File: src/core/clb_pkg.sv
/*
  Shared constants and types for the local-bus control block.
  Assumes a single 10 MHz clock and a user side that issues one bus
  cycle request at a time.
*/
package clb_pkg;
  localparam int ADDR_W = 20;
  localparam int DATA_W = 16;
  localparam int HI_W = 4;
  localparam int HI_LSB = 16;
  localparam int CLK_PERIOD_NS = 100;
  // Status encodings presented in maximum configuration.
  localparam logic [2:0] ST_IRQ_ACK = 3'h0;
  localparam logic [2:0] ST_IO_RD = 3'h1;
  localparam logic [2:0] ST_IO_WR = 3'h2;
  localparam logic [2:0] ST_MEM_RD = 3'h5;
  localparam logic [2:0] ST_MEM_WR = 3'h6;
  localparam logic [2:0] ST_PASSIVE = 3'h7;

  typedef enum logic [2:0] {
    K_MEM_RD, K_MEM_WR, K_IO_RD, K_IO_WR, K_IRQ_ACK
  } clb_kind_t;

  typedef enum logic [3:0] {
    S_IDLE, S_T1, S_T2, S_T3, S_TW, S_T4, S_HELD, S_GRANT, S_LENT
  } clb_state_t;

  typedef struct packed {
    clb_kind_t kind;
    logic [ADDR_W-1:0] addr;
    logic [DATA_W-1:0] wdata;
    logic upper_byte;
  } clb_req_t;

  typedef struct packed {
    logic ctrl_oe;
    logic addr_latch_strobe;
    logic read_strobe_n;
    logic write_strobe_n;
    logic mem_io_select;
    logic xcvr_output_enable_n;
    logic xcvr_direction;
    logic irq_ack_strobe_n;
    logic upper_byte_enable_n;
    logic [HI_W-1:0] upper_addr_bits;
    logic [DATA_W-1:0] mux_addr_data_bus;
    logic mux_addr_data_bus_oe;
    logic bus_release_ack;
    logic [2:0] bus_status;
    logic [1:0] queue_state;
    logic bus_lock_n;
    logic master_req_grant_o;
    logic master_req_grant_oe;
  } clb_pins_t;

  localparam clb_pins_t PINS_RST = '{
    ctrl_oe: 1'b0, addr_latch_strobe: 1'b0, read_strobe_n: 1'b1,
    write_strobe_n: 1'b1, mem_io_select: 1'b0,
    xcvr_output_enable_n: 1'b1, xcvr_direction: 1'b1,
    irq_ack_strobe_n: 1'b1, upper_byte_enable_n: 1'b1,
    upper_addr_bits: 4'h0, mux_addr_data_bus: 16'h0000,
    mux_addr_data_bus_oe: 1'b0, bus_release_ack: 1'b0,
    bus_status: ST_PASSIVE, queue_state: 2'h0, bus_lock_n: 1'b1,
    master_req_grant_o: 1'b0, master_req_grant_oe: 1'b0};
endpackage
File: src/core/clb_bus_ctrl.sv
/*
  Local-bus control sequencer: runs T-state bus cycles and drives the
  strobes, address, data, status and bus-release pins.
  Assumes synchronous inputs, reset held at least four clocks, and a
  testbench that resolves the three-signal pins into wires.
*/
// How it works
// - Interrupt-acknowledge strobe low in T2, T3 and wait states.
// - Address latch strobe pulses in T1 of every bus cycle.
// - Transceiver enable low from T2 to T4 of memory, I/O and acknowledge cycles.
// - Transceiver direction is transmit for writes, receive for reads.
// - Memory/IO select marks memory cycles for the whole access.
// - Write strobe asserted in write cycles to memory or I/O.
// - Read strobe asserted in read cycles to memory or I/O.
// - Hold request high gives hold acknowledge and floats local bus.
// - Bus driven again one cycle after hold request falls.
// - Mode input, caught at reset, picks minimum or maximum pins.
// - Upper-byte enable qualifies transfers on the upper data half.
// - Top four address bits for memory, low for I/O.
// - Maximum mode presents encoded status for an external controller.
// - Maximum mode outputs two-bit queue state.
// - Maximum mode asserts lock while a locked instruction runs.
// - Request/grant pulse releases bus at end of current cycle.
// - Address on shared lines in T1, data later, floated otherwise.
// - Two acknowledge cycles run back to back with lines floated.
// - Ready sampled in T3 and waits; low inserts wait states.
`timescale 1ns/1ps
module clb_bus_ctrl
  import clb_pkg::*;
(
  // Clock, reset, freeze
  input wire logic MCLK,
  input wire logic SRST,
  input wire logic CE,
  // Cycle requests from the execution side
  input wire logic REQ_VALID,
  input wire clb_req_t REQ,
  output logic REQ_READY,
  output logic DONE,
  output logic [DATA_W-1:0] RDATA,
  input wire logic LOCK_REQ,
  input wire logic [1:0] QUEUE_STATE_IN,
  // Configuration, high selects minimum mode
  input wire logic CONFIG_MODE_SELECT,
  // Bus pins
  input wire logic [DATA_W-1:0] MUX_ADDR_DATA_BUS_I,
  input wire logic BUS_READY,
  input wire logic BUS_HOLD_REQ,
  input wire logic MASTER_REQ_GRANT_I,
  output clb_pins_t BUS_PINS
);
  clb_state_t state_q, state_d;
  clb_req_t req_q, req_d;
  clb_pins_t pins_q, pins_d;
  logic ack2_q, ack2_d;
  logic rq_pend_q, rq_pend_d;
  logic rq_prev_q;
  logic min_q;
  logic done_q, done_d;
  logic [DATA_W-1:0] rdata_q, rdata_d;
  logic rq_pulse, hold_want, active, strobe, released;
  logic is_rd, is_wr, is_ack, is_mem;

  // The grant line idles high; a one-clock low from the other master is
  // a request or, once lent, the return of the bus.
  assign rq_pulse = !min_q && rq_prev_q && !MASTER_REQ_GRANT_I;
  assign hold_want = min_q && BUS_HOLD_REQ;
  // Hold and grant win over a new request so a waiting master is served.
  // Nothing is taken while reset is held, as the cycle would be lost.
  assign REQ_READY = CE && !SRST && state_q == S_IDLE && !hold_want &&
    !rq_pend_q;

  always_comb begin
    state_d = state_q;
    req_d = req_q;
    ack2_d = ack2_q;
    rq_pend_d = rq_pend_q;
    done_d = 1'b0;
    rdata_d = rdata_q;
    case (state_q)
      S_IDLE: begin
        if (hold_want) begin
          state_d = S_HELD;
        end else if (rq_pend_q) begin
          state_d = S_GRANT;
        end else if (REQ_VALID) begin
          req_d = REQ;
          ack2_d = 1'b0;
          state_d = S_T1;
        end
      end
      S_T1: state_d = S_T2;
      S_T2: state_d = S_T3;
      S_T3, S_TW: begin
        if (BUS_READY) begin
          state_d = S_T4;
          if (req_q.kind != K_MEM_WR && req_q.kind != K_IO_WR) begin
            rdata_d = MUX_ADDR_DATA_BUS_I;
          end
        end else begin
          state_d = S_TW;
        end
      end
      S_T4: begin
        if (req_q.kind == K_IRQ_ACK && !ack2_q) begin
          ack2_d = 1'b1;
          state_d = S_T1;
        end else begin
          done_d = 1'b1;
          state_d = rq_pend_q ? S_GRANT : S_IDLE;
        end
      end
      S_HELD: if (!BUS_HOLD_REQ) state_d = S_IDLE;
      S_GRANT: begin
        rq_pend_d = 1'b0;
        state_d = S_LENT;
      end
      S_LENT: if (rq_pulse) state_d = S_IDLE;
      default: state_d = S_IDLE;
    endcase
    if (rq_pulse && state_q != S_GRANT && state_q != S_LENT) begin
      rq_pend_d = 1'b1;
    end
  end

  // Pins follow the next state so they change on the same edge as it.
  always_comb begin
    pins_d = PINS_RST;
    active = state_d inside {S_T1, S_T2, S_T3, S_TW, S_T4};
    strobe = state_d inside {S_T2, S_T3, S_TW};
    released = state_d inside {S_HELD, S_GRANT, S_LENT};
    is_rd = req_d.kind == K_MEM_RD || req_d.kind == K_IO_RD;
    is_wr = req_d.kind == K_MEM_WR || req_d.kind == K_IO_WR;
    is_ack = req_d.kind == K_IRQ_ACK;
    is_mem = req_d.kind == K_MEM_RD || req_d.kind == K_MEM_WR;
    pins_d.ctrl_oe = !released;
    pins_d.addr_latch_strobe = state_d == S_T1;
    pins_d.read_strobe_n = !(strobe && is_rd);
    pins_d.upper_byte_enable_n = !(active && req_d.upper_byte);
    if (active && is_mem) begin
      pins_d.upper_addr_bits = req_d.addr[HI_LSB +: HI_W];
    end
    if (state_d == S_T1 && !is_ack) begin
      pins_d.mux_addr_data_bus = req_d.addr[DATA_W-1:0];
      pins_d.mux_addr_data_bus_oe = 1'b1;
    end else if (active && state_d != S_T1 && is_wr) begin
      pins_d.mux_addr_data_bus = req_d.wdata;
      pins_d.mux_addr_data_bus_oe = 1'b1;
    end
    if (min_q) begin
      pins_d.write_strobe_n = !(strobe && is_wr);
      pins_d.irq_ack_strobe_n = !(strobe && is_ack);
      pins_d.mem_io_select = active && is_mem;
      pins_d.xcvr_output_enable_n = !(active && state_d != S_T1);
      pins_d.xcvr_direction = !(active && !is_wr);
      pins_d.bus_release_ack = state_d == S_HELD;
    end else begin
      if (active && state_d != S_T4) begin
        case (req_d.kind)
          K_MEM_RD: pins_d.bus_status = ST_MEM_RD;
          K_MEM_WR: pins_d.bus_status = ST_MEM_WR;
          K_IO_RD: pins_d.bus_status = ST_IO_RD;
          K_IO_WR: pins_d.bus_status = ST_IO_WR;
          default: pins_d.bus_status = ST_IRQ_ACK;
        endcase
      end
      pins_d.queue_state = QUEUE_STATE_IN;
      pins_d.bus_lock_n = !LOCK_REQ;
      pins_d.master_req_grant_oe = state_d == S_GRANT;
    end
  end

  always_ff @(posedge MCLK) begin
    if (SRST) begin
      // Mode is caught every reset cycle, so the value at release stays.
      min_q <= CONFIG_MODE_SELECT;
      state_q <= S_IDLE;
      req_q <= '0;
      ack2_q <= 1'b0;
      rq_pend_q <= 1'b0;
      rq_prev_q <= 1'b1;
      done_q <= 1'b0;
      rdata_q <= '0;
      pins_q <= PINS_RST;
    end else if (CE) begin
      state_q <= state_d;
      req_q <= req_d;
      ack2_q <= ack2_d;
      rq_pend_q <= rq_pend_d;
      rq_prev_q <= MASTER_REQ_GRANT_I;
      done_q <= done_d;
      rdata_q <= rdata_d;
      pins_q <= pins_d;
    end
  end

  assign BUS_PINS = pins_q;
  assign DONE = done_q;
  assign RDATA = rdata_q;
endmodule // clb_bus_ctrl

File: config.mk
export PLATFORM = sky130hd
export DESIGN_NAME = clb_bus_ctrl
export DESIGN_NICKNAME = d
export VERILOG_FILES = /design/src/core/clb_pkg.sv /design/src/core/clb_bus_ctrl.sv
export SDC_FILE = /design/constraint.sdc
export NUM_CORES = 1
export LEC_CHECK = 0
export BUFFER_PORTS_ARGS = -buffer_cell sky130_fd_sc_hd__buf_2
export CORE_UTILIZATION = 40
export DETAILED_ROUTE_END_ITERATION = 10
export PLACE_DENSITY = 0.69
export SYNTH_ARGS = -nofsm -noshare
export SYNTH_HDL_FRONTEND = slang
export SYNTH_SLANG_ARGS = --single-unit
File: constraint.sdc
create_clock -name MCLK -period 4 [get_ports MCLK]
set_input_delay 0.8 -clock MCLK [delete_from_list [all_inputs] [get_ports MCLK]]
set_output_delay 0.8 -clock MCLK [all_outputs]
set_load 0.01 [all_outputs]
== After elaboration in Yosys (flattened, before gate mapping) ==
Index checks and enable logic that the tools add are counted.
Operators by class
  magnitude comparators: 0
  div/mod/pow operators: 0
  $mul: 0
  bitwise operators: 0
  $add $sub $neg: 0
  equality and inequality tests: 31
  shift operators: 0
  multiplexer cells: 31
  reduce and logical (&&, ||, !) cells: 51
Operators with widths (count)
  2-to-1 mux 40 bit: 4
  2-to-1 mux 17 bit: 2
  equality test 4 x 3 -> 1 bit, second input constant: 8
  one-hot mux 4 bit (8 select lines): 1
  2-to-1 mux 4 bit: 6
  logical AND 1 bit: 21
  equality test 4 x 2 -> 1 bit, second input constant: 4
  logical NOT 1 bit: 16
  one-hot mux 3 bit (4 select lines): 1
  2-to-1 mux 1 bit: 11
  2-to-1 mux 3 bit: 3
  equality test 4 x 1 -> 1 bit, second input constant: 2
  equality test 4 bit, second input constant: 2
  inequality test 2 bit, second input constant: 4
  inequality test 4 x 3 -> 1 bit, second input constant: 2
  equality test 3 x 2 -> 1 bit, second input constant: 2
  equality test 3 bit, second input constant: 2
  2-to-1 mux 6 bit: 1
  AND reduction 6 bit: 1
  nonzero test 3 bit: 2
  2-to-1 mux 5 bit: 1
  nonzero test 5 bit: 1
  logical NOT 4 bit: 1
  inequality test 4 x 1 -> 1 bit, second input constant: 1
  other kinds (11): 14
Storage, ports and cells
  memories: 0
  bits in read-only memories: 0
  flip-flop bits (word level): 103
  logic and storage cells: 141
  latch bits: 0
  memory bits (writable): 0

== Longest topological paths before layout ==
Gate-level depths: netlist of run 1.
  depth after elaboration: 11
  gate-level depth with buffers: 9
  mapped depth without buffers: 6

== Least setup slack after synthesis of run 1 ==
Ideal clock, no wire load.
  kind: input-to-output
  from: input port CE
  to: output port REQ_READY
  slack: 1.631 ns
  cell stages on the path: 5
  buffers on the path: 2
  data arrival time: 1.569 ns
  data required time: 3.200 ns
  path through: buf_2 > inv_1 > clkbuf_1 > nor2_1 > and3_1
On the way
  longest elaborated chain between the ends: 4
Ends and longest elaborated chain
  start: declaration: RTL line clb_bus_ctrl.sv:34  | input wire logic CE,
  logical AND 1 bit (4 in a row): RTL line clb_bus_ctrl.sv:70  | assign REQ_READY = CE && !SRST && state_q == S_IDLE && !hold_want &&
  end: declaration: RTL line clb_bus_ctrl.sv:38  | output logic REQ_READY,
Every way passes these cells.

== Worst setup path in the final report of run 1 ==
  from: input port SRST
  to: output port REQ_READY
On the way
  longest elaborated chain between the ends: 5
Ends and longest elaborated chain
  start: declaration: RTL line clb_bus_ctrl.sv:33  | input wire logic SRST,
  logical NOT 1 bit: RTL line clb_bus_ctrl.sv:70
  logical AND 1 bit (4 in a row): RTL line clb_bus_ctrl.sv:70
Every way passes these cells.

==> metrics.yaml, run 1 <==
post-route-period-util: 0.704
power_density_nw_per_um2: 400
pin_count: 124
dpl.cell_count: 694
die_x_um: 103
ctsHoldBuffers: 0
end_kind: "output pin"
cp-startpoint: "SRST"
drv_cap: 0
firstDrtPassIters: 4
avgSynthCellArea_um2: 8.64
slew_headroom: 0.295
synthesis.nets: 539
hold_path.class: "flip-flop to flip-flop"
synthCells: 472
place_congestion: 0.903
final_common_cell: "buf_2"
numCtsBuffers: 9
regToRegStartpoint: "min_q$_DFFE_PP_"
holdWs_ns: 0.461
design.die.area_um2: 10600
total_power_uw: 1970
clockPowerShare: 0.358
synth_enable_flop_cells: 1
worst_ep_required_time_ns: 3.20
syn2layout_area_growth_pct: 20.9
hold_viol: 0
setup_tns_ns: 0
fmax_ghz: 0.355
grt_pass1_wl_um: 16900
ctsResizeCount: 0
regToRegSetupSlack_ns: 1.45
start_util: 0.415
skew_ns: 0.0100
via_per_inst: 5.31
p_sw_uw: 574
synthFlopType: "dfxtp_1"
fill_cells: 991
p_sw_frac: 0.291
final_nets: 639
antenna_found_initial: 0
wl_um: 10600
cp_max_fo: 34
drc: 0
ys_async_sr_fraction: 0
drive_gt1_frac: 0.284
start_kind: "input pin"
grt_max_degree: 35
finalSetupViolations: 0
via_count: 3772
synth.distinct_cells: 63
synth_warnings: 0
p_seq_frac: 0.474
final_cells: 710
ys_ff_latch: 87
cts-root-buf: "clkbuf_8"
r2r_cells: 6
rsz0062_at_grt: "no"
htreeDepth: 3
track_usage: 0.207
cts_sinks: 87
cts_buffer_depth: 2
cts.clk_slew.worst_paths_ns: 0.08
cts_tree: "yes"
seq_area_frac_synth: 0.430
ant_nets: 0
crit_type: "input pin to output pin"
core_um2: 9820
cp.arrival_ns: 2.02
post_cts_buffers: 0
wire_per_inst_um: 15.0
p_int_uw: 1400
drv_slew: 0
p_leak_uw: 0.00217
hpwl_um: 7540
layout_min_cycle_time_ns: 2.82
initialDrtViolationCount: 248
endpoint: "REQ_READY"
peakVddDrop_uv: 187
tightest_slew_ns: 1.06
clock_latency_ns: 0.36
die_h_um: 103
globalRouteOverflowTotal: 0
combPwrFrac: 0.169
num_antenna_cells: 0
netlist_area_um2: 4080
fin_util: 0.502
grt_pass1_vias: 3507
timing.rr.end: "BUS_PINS[11]$_SDFFE_PP0P_"
status: "completed"
final_cell_mix: "buf_2 (122), nand2_1 (99), dfxtp_1 (86)"
core.rowCount: 36
port_buffers: 122
-- registers in the layout, indices dropped and copies added (netlist names) --
register,count
RDATA,16
ack2_q,1
state_q,4
rq_prev_q,1
min_q,1
BUS_PINS,38
rq_pend_q,1
req_q,24
DONE,1
-- layer usage --
layer / routed length (um) / part of all wire / global-route usage / vias to the layer above
met5: 0 / 0 / 0 / -
met4: 134 / 0.013 / 0.0758 / 0
li1: - / - / - / 1875
met1: 4700 / 0.44 / 0.267 / 1761
met3: 732 / 0.069 / 0.0481 / 9
met2: 5070 / 0.48 / 0.338 / 127
-- final cells by class --
class                   count  area, um2  area share
multi-input cells         345       2130       0.432
flip-flops and latches     87       1750       0.355
repair buffers            126        641       0.130
clock buffers              10        138      0.0279
well taps                 133        166      0.0338
inverters                   3       11.3     0.00228
clock inverters             6       91.3      0.0185
-- worst min-delay path by stage --
stage / start / to / cells past startpoint
2_1_floorplan: rq_prev_q$_SDFFE_PP1P_ / rq_prev_q$_SDFFE_PP1P_ / 2
3_3_place_gp: BUS_PINS[38]$_SDFFE_PP0P_ / BUS_PINS[38]$_SDFFE_PP0P_ / 1
3_5_place_dp: req_q[1]$_SDFFE_PP0P_ / req_q[1]$_SDFFE_PP0P_ / 2
4_1_cts: req_q[1]$_SDFFE_PP0P_ / req_q[1]$_SDFFE_PP0P_ / 2
5_1_grt: req_q[34]$_SDFFE_PP0P_ / req_q[34]$_SDFFE_PP0P_ / 2
6_report: req_q[3]$_SDFFE_PP0P_ / req_q[3]$_SDFFE_PP0P_ / 2
-- kinds of logic (layout without fill, tap and decap cells) --
kind of cell | after synthesis | after routing | share of synthesized area
mux | 41 | 41 | 0.102
flops | 87 | 87 | 0.430
compound gates | 103 | 103 | 0.172
simple gates | 200 | 200 | 0.245
buf+inv | 40 | 145 | 0.0503
other cells | 1 | 1 | 0.000920
-- power groups by stage --
stage	clock (uW)	combinational [uW]	sequential, uW
3_3_place_gp	0	325	952
5_1_grt	759	363	939
3_5_place_dp	0	331	953
6_report	705	332	934
2_1_floorplan	0	233	947
4_1_cts	717	333	933
-- Yosys cell counts (all sizes together), types with 2 or more instances --
cell type	instances	area, um2
nand3	24	148
nand4	3	18.8
o31ai	5	37.5
nand2b	4	25.0
o21ai	20	100
a31oi	8	56.3
a21oi	31	159
clkbuf	13	48.8
o31a	2	17.5
a21o	2	15.0
buf	24	145
or3	2	12.5
a32oi	16	140
mux2i	40	400
a22oi	3	27.5
a211oi	2	15.0
o41ai	2	25.0
nand4b	2	17.5
nand2	100	378
nor2	40	166
nor4	2	42.5
nor3	6	30.0
and3	2	12.5
and2	2	15.0
inv	3	11.3
a311oi	2	17.5
dfxtp	86	1720
nor3b	6	61.3
-- worst max-delay path, cell delays in order --
cell	delay, ns
buf_2	0.38
buf_4	0.44
nor2_1	0.09
and3_1	0.16
buf_2	0.13
-- per-stage QoR --
stage | instance area (um2) | setup WS (ns)
after floorplan | 4080 | 1.63
after global placement | 4700 | 1.17
after detailed placement | 4700 | 1.12
after CTS | 4930 | 1.17
after global routing | 4930 | 1.08
final | 4930 | 1.18
No activity file was read; power rests on OpenSTA's default activity.
==> inputs of run 2 (changes only) <==
Settings changed: PLACE_DENSITY 0.69 to 0.71.
Clock period 4 ns to 2.5 ns, I/O delays scaled along.
==> run 2 against run 1 <==
Net effect: first-iteration DRC count decreased by 8.1%; clock-buffer cell count unchanged; clock skew increased by 0.0035 ns.
==> metrics.yaml, run 2 (synthesis gave the netlist of run 1 again) <==
hpwl_um: 7610
wl_um: 10700
post_cts_buffers: 0
initialDrtViolationCount: 228
track_usage: 0.204
p_leak_uw: 0.00221
cts_sinks: 87
cp.arrival_ns: 2.48
post-route-period-util: 0.903
cp_top_family: "simple AND/OR/NAND/NOR gates"
final_cells: 722
start_kind: "flip-flop"
tightest_slew_ns: 0.615
wire_per_inst_um: 14.8
cts-root-buf: "clkbuf_8"
design.die.area_um2: 10600
drv_cap: 0
slowest_delay_ns: 0.64
ant_nets: 0
syn2layout_area_growth_pct: 22.2
cp.buffers_inverters: 0
fin_ws_ns: 0.242
rsz0062_at_grt: "no"
fmax_ghz: 0.443
final_nets: 651
dpl.cell_count: 706
skew_ns: 0.0135
total_power_uw: 3050
drc: 0
drv_slew: 0
place_congestion: 0.823
largest_reg_flops: 38
drive_gt1_frac: 0.295
numCtsBuffers: 9
grt_max_degree: 59
layout_min_cycle_time_ns: 2.26
die_h_um: 103
worst_ep_required_time_ns: 2.72
core_um2: 9820
pin_count: 124
cts_buffer_depth: 2
hold_viol: 0
hold_path.class: "input pin to flip-flop"
slew_headroom: 0.590
cts_tree: "yes"
slowest_stage: "dfxtp_1"
final_common_cell: "buf_2"
grt_pass1_vias: 3351
antenna_found_initial: 0
pre_cts_ws_ns: 0.237
stdcell_area_um2: 4980
power_density_nw_per_um2: 611
grt_pass1_wl_um: 16600
finalSetupViolations: 0
path_cells: "and4bb_4 > a22oi_2 > and2_4 > nand3_2 > nand2_1 > o31ai_1"
num_antenna_cells: 0
start_util: 0.415
setup_tns_ns: 0
status: "completed"
cp_max_fo: 18
die_x_um: 103
cts.clk_slew.worst_paths_ns: 0.09
peakVddDrop_uv: 323
htreeDepth: 3
clock_latency_ns: 0.36
via_count: 3794
ctsHoldBuffers: 0
firstDrtPassIters: 5
postPlaceCellArea_um2: 4790
globalRouteOverflowTotal: 0
via_per_inst: 5.25
ctsResizeCount: 0
core.rowCount: 36
end_kind: "flip-flop"
port_buffers: 122
crit_type: "flip-flop to flip-flop"
final_cell_mix: "buf_2 (122), nand2_1 (99), dfxtp_1 (86)"
==> run 2: cell count changes in the layout (fill, tap and decap cells not counted) <==
| cell | delta |
|---|---|
| bufinv_16 | -1 |
| inv_6 | -1 |
| clkinv_2 | +3 |
| clkinv_4 | -1 |
| buf_4 | +12 |
| nor2_1 | +2 |
| nor2_2 | -2 |
==> run 2: worst paths after layout <==
| check | start | end | slack [ns] | depth (start not counted) |
|---|---|---|---|---|
| worst max register to register | state_q[1]$_SDFFE_PP0P_ | BUS_PINS[34]$_SDFFE_PP0P_ | 0.24 | 6 |
| worst max-delay path | state_q[1]$_SDFFE_PP0P_ | BUS_PINS[34]$_SDFFE_PP0P_ | 0.24 | 6 |
| worst min register to register | req_q[35]$_SDFFE_PP0P_ | req_q[35]$_SDFFE_PP0P_ | 0.46 | 2 |
| worst min-delay path | CONFIG_MODE_SELECT | min_q$_DFFE_PP_ | 0.33 | 1 |
==> run 2: per-stage QoR <==
step	hold slack, ns	util
2_1_floorplan	0.433	-
3_3_place_gp	0.440	0.487
3_5_place_dp	0.446	0.487
4_1_cts	0.305	0.507
5_1_grt	0.298	0.507
6_report	0.327	0.507
==> run 2: final cells by class <==
cell class	count	area, um2
Fill cell	998	4840
Multi-Input combinational cell	345	2130
Sequential cell	87	1750
Timing Repair Buffer	138	731
Tap cell	133	166
Clock buffer	10	138
Clock inverter	6	58.8
Inverter	3	11.3
==> run 2: where the power goes <==
| part | switching (uW) | internal (uW) |
|---|---|---|
| Clock | 511 | 485 |
| Combinational | 340 | 219 |
| Sequential | 50.8 | 1440 |
| Total | 901 | 2140 |
==> run 2: per-layer routing <==
layer,part of all wire,GRT usage,vias to the layer above
li1,-,-,1899
met1,0.45,0.281,1735
met2,0.46,0.314,145
met3,0.072,0.0447,15
met4,0.015,0.0704,0
met5,0,0,-
==> inputs of run 3 (changes only) <==
Settings changed: ABC_AREA set to 0, CORE_UTILIZATION 40 to 46, PLACE_DENSITY 0.71 to 0.8, SKIP_CTS_REPAIR_TIMING set to 1.
==> run 3 against run 2 <==
Net effect: total power fell by 0.21%; sequential cell count did not move; via count rose by 1.6%; global-route usage rose by 3.1 points; design area fell by 0.93%; non-clock buffer count fell by 2; final cell count fell by 4.2%; largest cell class unchanged.
==> metrics.yaml, run 3 (synthesis gave the netlist of run 1 again) <==
largest_reg_flops: 38
start_kind: "flip-flop"
slew_headroom: 0.598
track_usage: 0.235
slowest_delay_ns: 0.64
drv_slew: 0
final_nets: 649
clock_latency_ns: 0.35
rsz0062_at_grt: "no"
path_cells: "and4bb_4 > a22oi_2 > and2_4 > nand3_2 > nand2_2 > o31ai_1"
globalRouteOverflowTotal: 0
numCtsBuffers: 9
via_count: 3856
cp_max_fo: 18
end_kind: "flip-flop"
layout_min_cycle_time_ns: 2.23
final_cell_mix: "buf_2 (122), nand2_1 (99), dfxtp_1 (86)"
die_x_um: 96.2
die_h_um: 96.2
grt_pass1_wl_um: 16700
drv_cap: 0
design.die.area_um2: 9240
syn2layout_area_growth_pct: 21.0
holdWs_ns: 0.324
regArea_um2: 1750
setup_tns_ns: 0
status: "completed"
fin_ws_ns: 0.274
core_um2: 8380
place_congestion: 0.897
tightest_slew_ns: 0.602
ant_nets: 0
grt_max_degree: 59
drive_gt1_frac: 0.293
pin_count: 124
core.rowCount: 33
slowest_stage: "dfxtp_1"
via_per_inst: 5.57
wl_um: 10500
start_util: 0.486
p_leak_uw: 0.00220
firstDrtPassIters: 5
cts-root-buf: "clkbuf_8"
hpwl_um: 7570
cts_sinks: 87
antenna_found_initial: 0
post-route-period-util: 0.891
cts_tree: "yes"
hold_viol: 0
fill_cells: 756
peakVddDrop_uv: 307
port_buffers: 122
worst_ep_required_time_ns: 2.74
num_antenna_cells: 0
skew_ns: 0.00594
power_density_nw_per_um2: 616
grt_pass1_vias: 3539
finalSetupViolations: 0
htreeDepth: 3
hold_path.class: "input pin to flip-flop"
drc: 0
fmax_ghz: 0.449
crit_type: "flip-flop to flip-flop"
cts.clk_slew.worst_paths_ns: 0.09
final_common_cell: "buf_2"
cp.arrival_ns: 2.47
wire_per_inst_um: 15.2
initialDrtViolationCount: 259
multi_input_area_um2: 2130
cts_buffer_depth: 2
pre_cts_ws_ns: 0.255
## run 3: cell count changes in the layout (fill, tap and decap cells not counted)
cell / before / now
inv_4: 1 / 0
clkbuf_1: 0 / 1
nor2_1: 39 / 38
clkinv_2: 3 / 2
nor2_2: 0 / 1
inv_6: 0 / 1
buf_4: 16 / 14
## run 3: final timing paths
kind	start	endpoint	slack [ns]	cells after the start
max	state_q[1]$_SDFFE_PP0P_	BUS_PINS[27]$_SDFFE_PP0P_	0.27	6
min	CONFIG_MODE_SELECT	min_q$_DFFE_PP_	0.32	1
max reg2reg	state_q[1]$_SDFFE_PP0P_	BUS_PINS[27]$_SDFFE_PP0P_	0.27	6
min reg2reg	req_q[35]$_SDFFE_PP0P_	req_q[35]$_SDFFE_PP0P_	0.46	2
## run 3: report_power, final
group / total [uW] / switching (uW) / internal, uW / leakage [uW]
combinational: 549 / 334 / 214 / 0.00139
sequential: 1490 / 52.6 / 1440 / 0.000707
clock: 997 / 507 / 490 / 0.0000997
total: 3040 / 894 / 2140 / 0.00220
## run 3: stage by stage
step	cell area [um2]	std cells	total power, uW	util
6_report	4940	692	3040	0.589
3_5_place_dp	4740	676	2070	0.565
5_1_grt	4940	692	3170	0.589
4_1_cts	4940	692	3050	0.589
3_3_place_gp	4740	676	2050	0.565
2_1_floorplan	4080	472	1890	-
## run 3: cell type report
class | instances | area share
well taps | 105 | 0.0266
multi-input cells | 345 | 0.431
clock inverters | 5 | 0.0114
flip-flops and latches | 87 | 0.355
clock buffers | 11 | 0.0286
repair buffers | 136 | 0.145
inverters | 3 | 0.00228
## run 3: critical path, delay by kind of cell (launching register included)
kind	cells	cell delay (ns)
flip-flops	1	0.64
AND/OR/NAND/NOR	4	1.12
AO/OA/AOI/OAI	2	0.35
## run 3: per-layer routing
layer	vias to the layer above	routed length, um	global-route usage
met5	-	0	0
met4	0	222	0.0883
met3	21	663	0.0474
met2	132	5030	0.390
met1	1810	4630	0.299
li1	1893	-	-
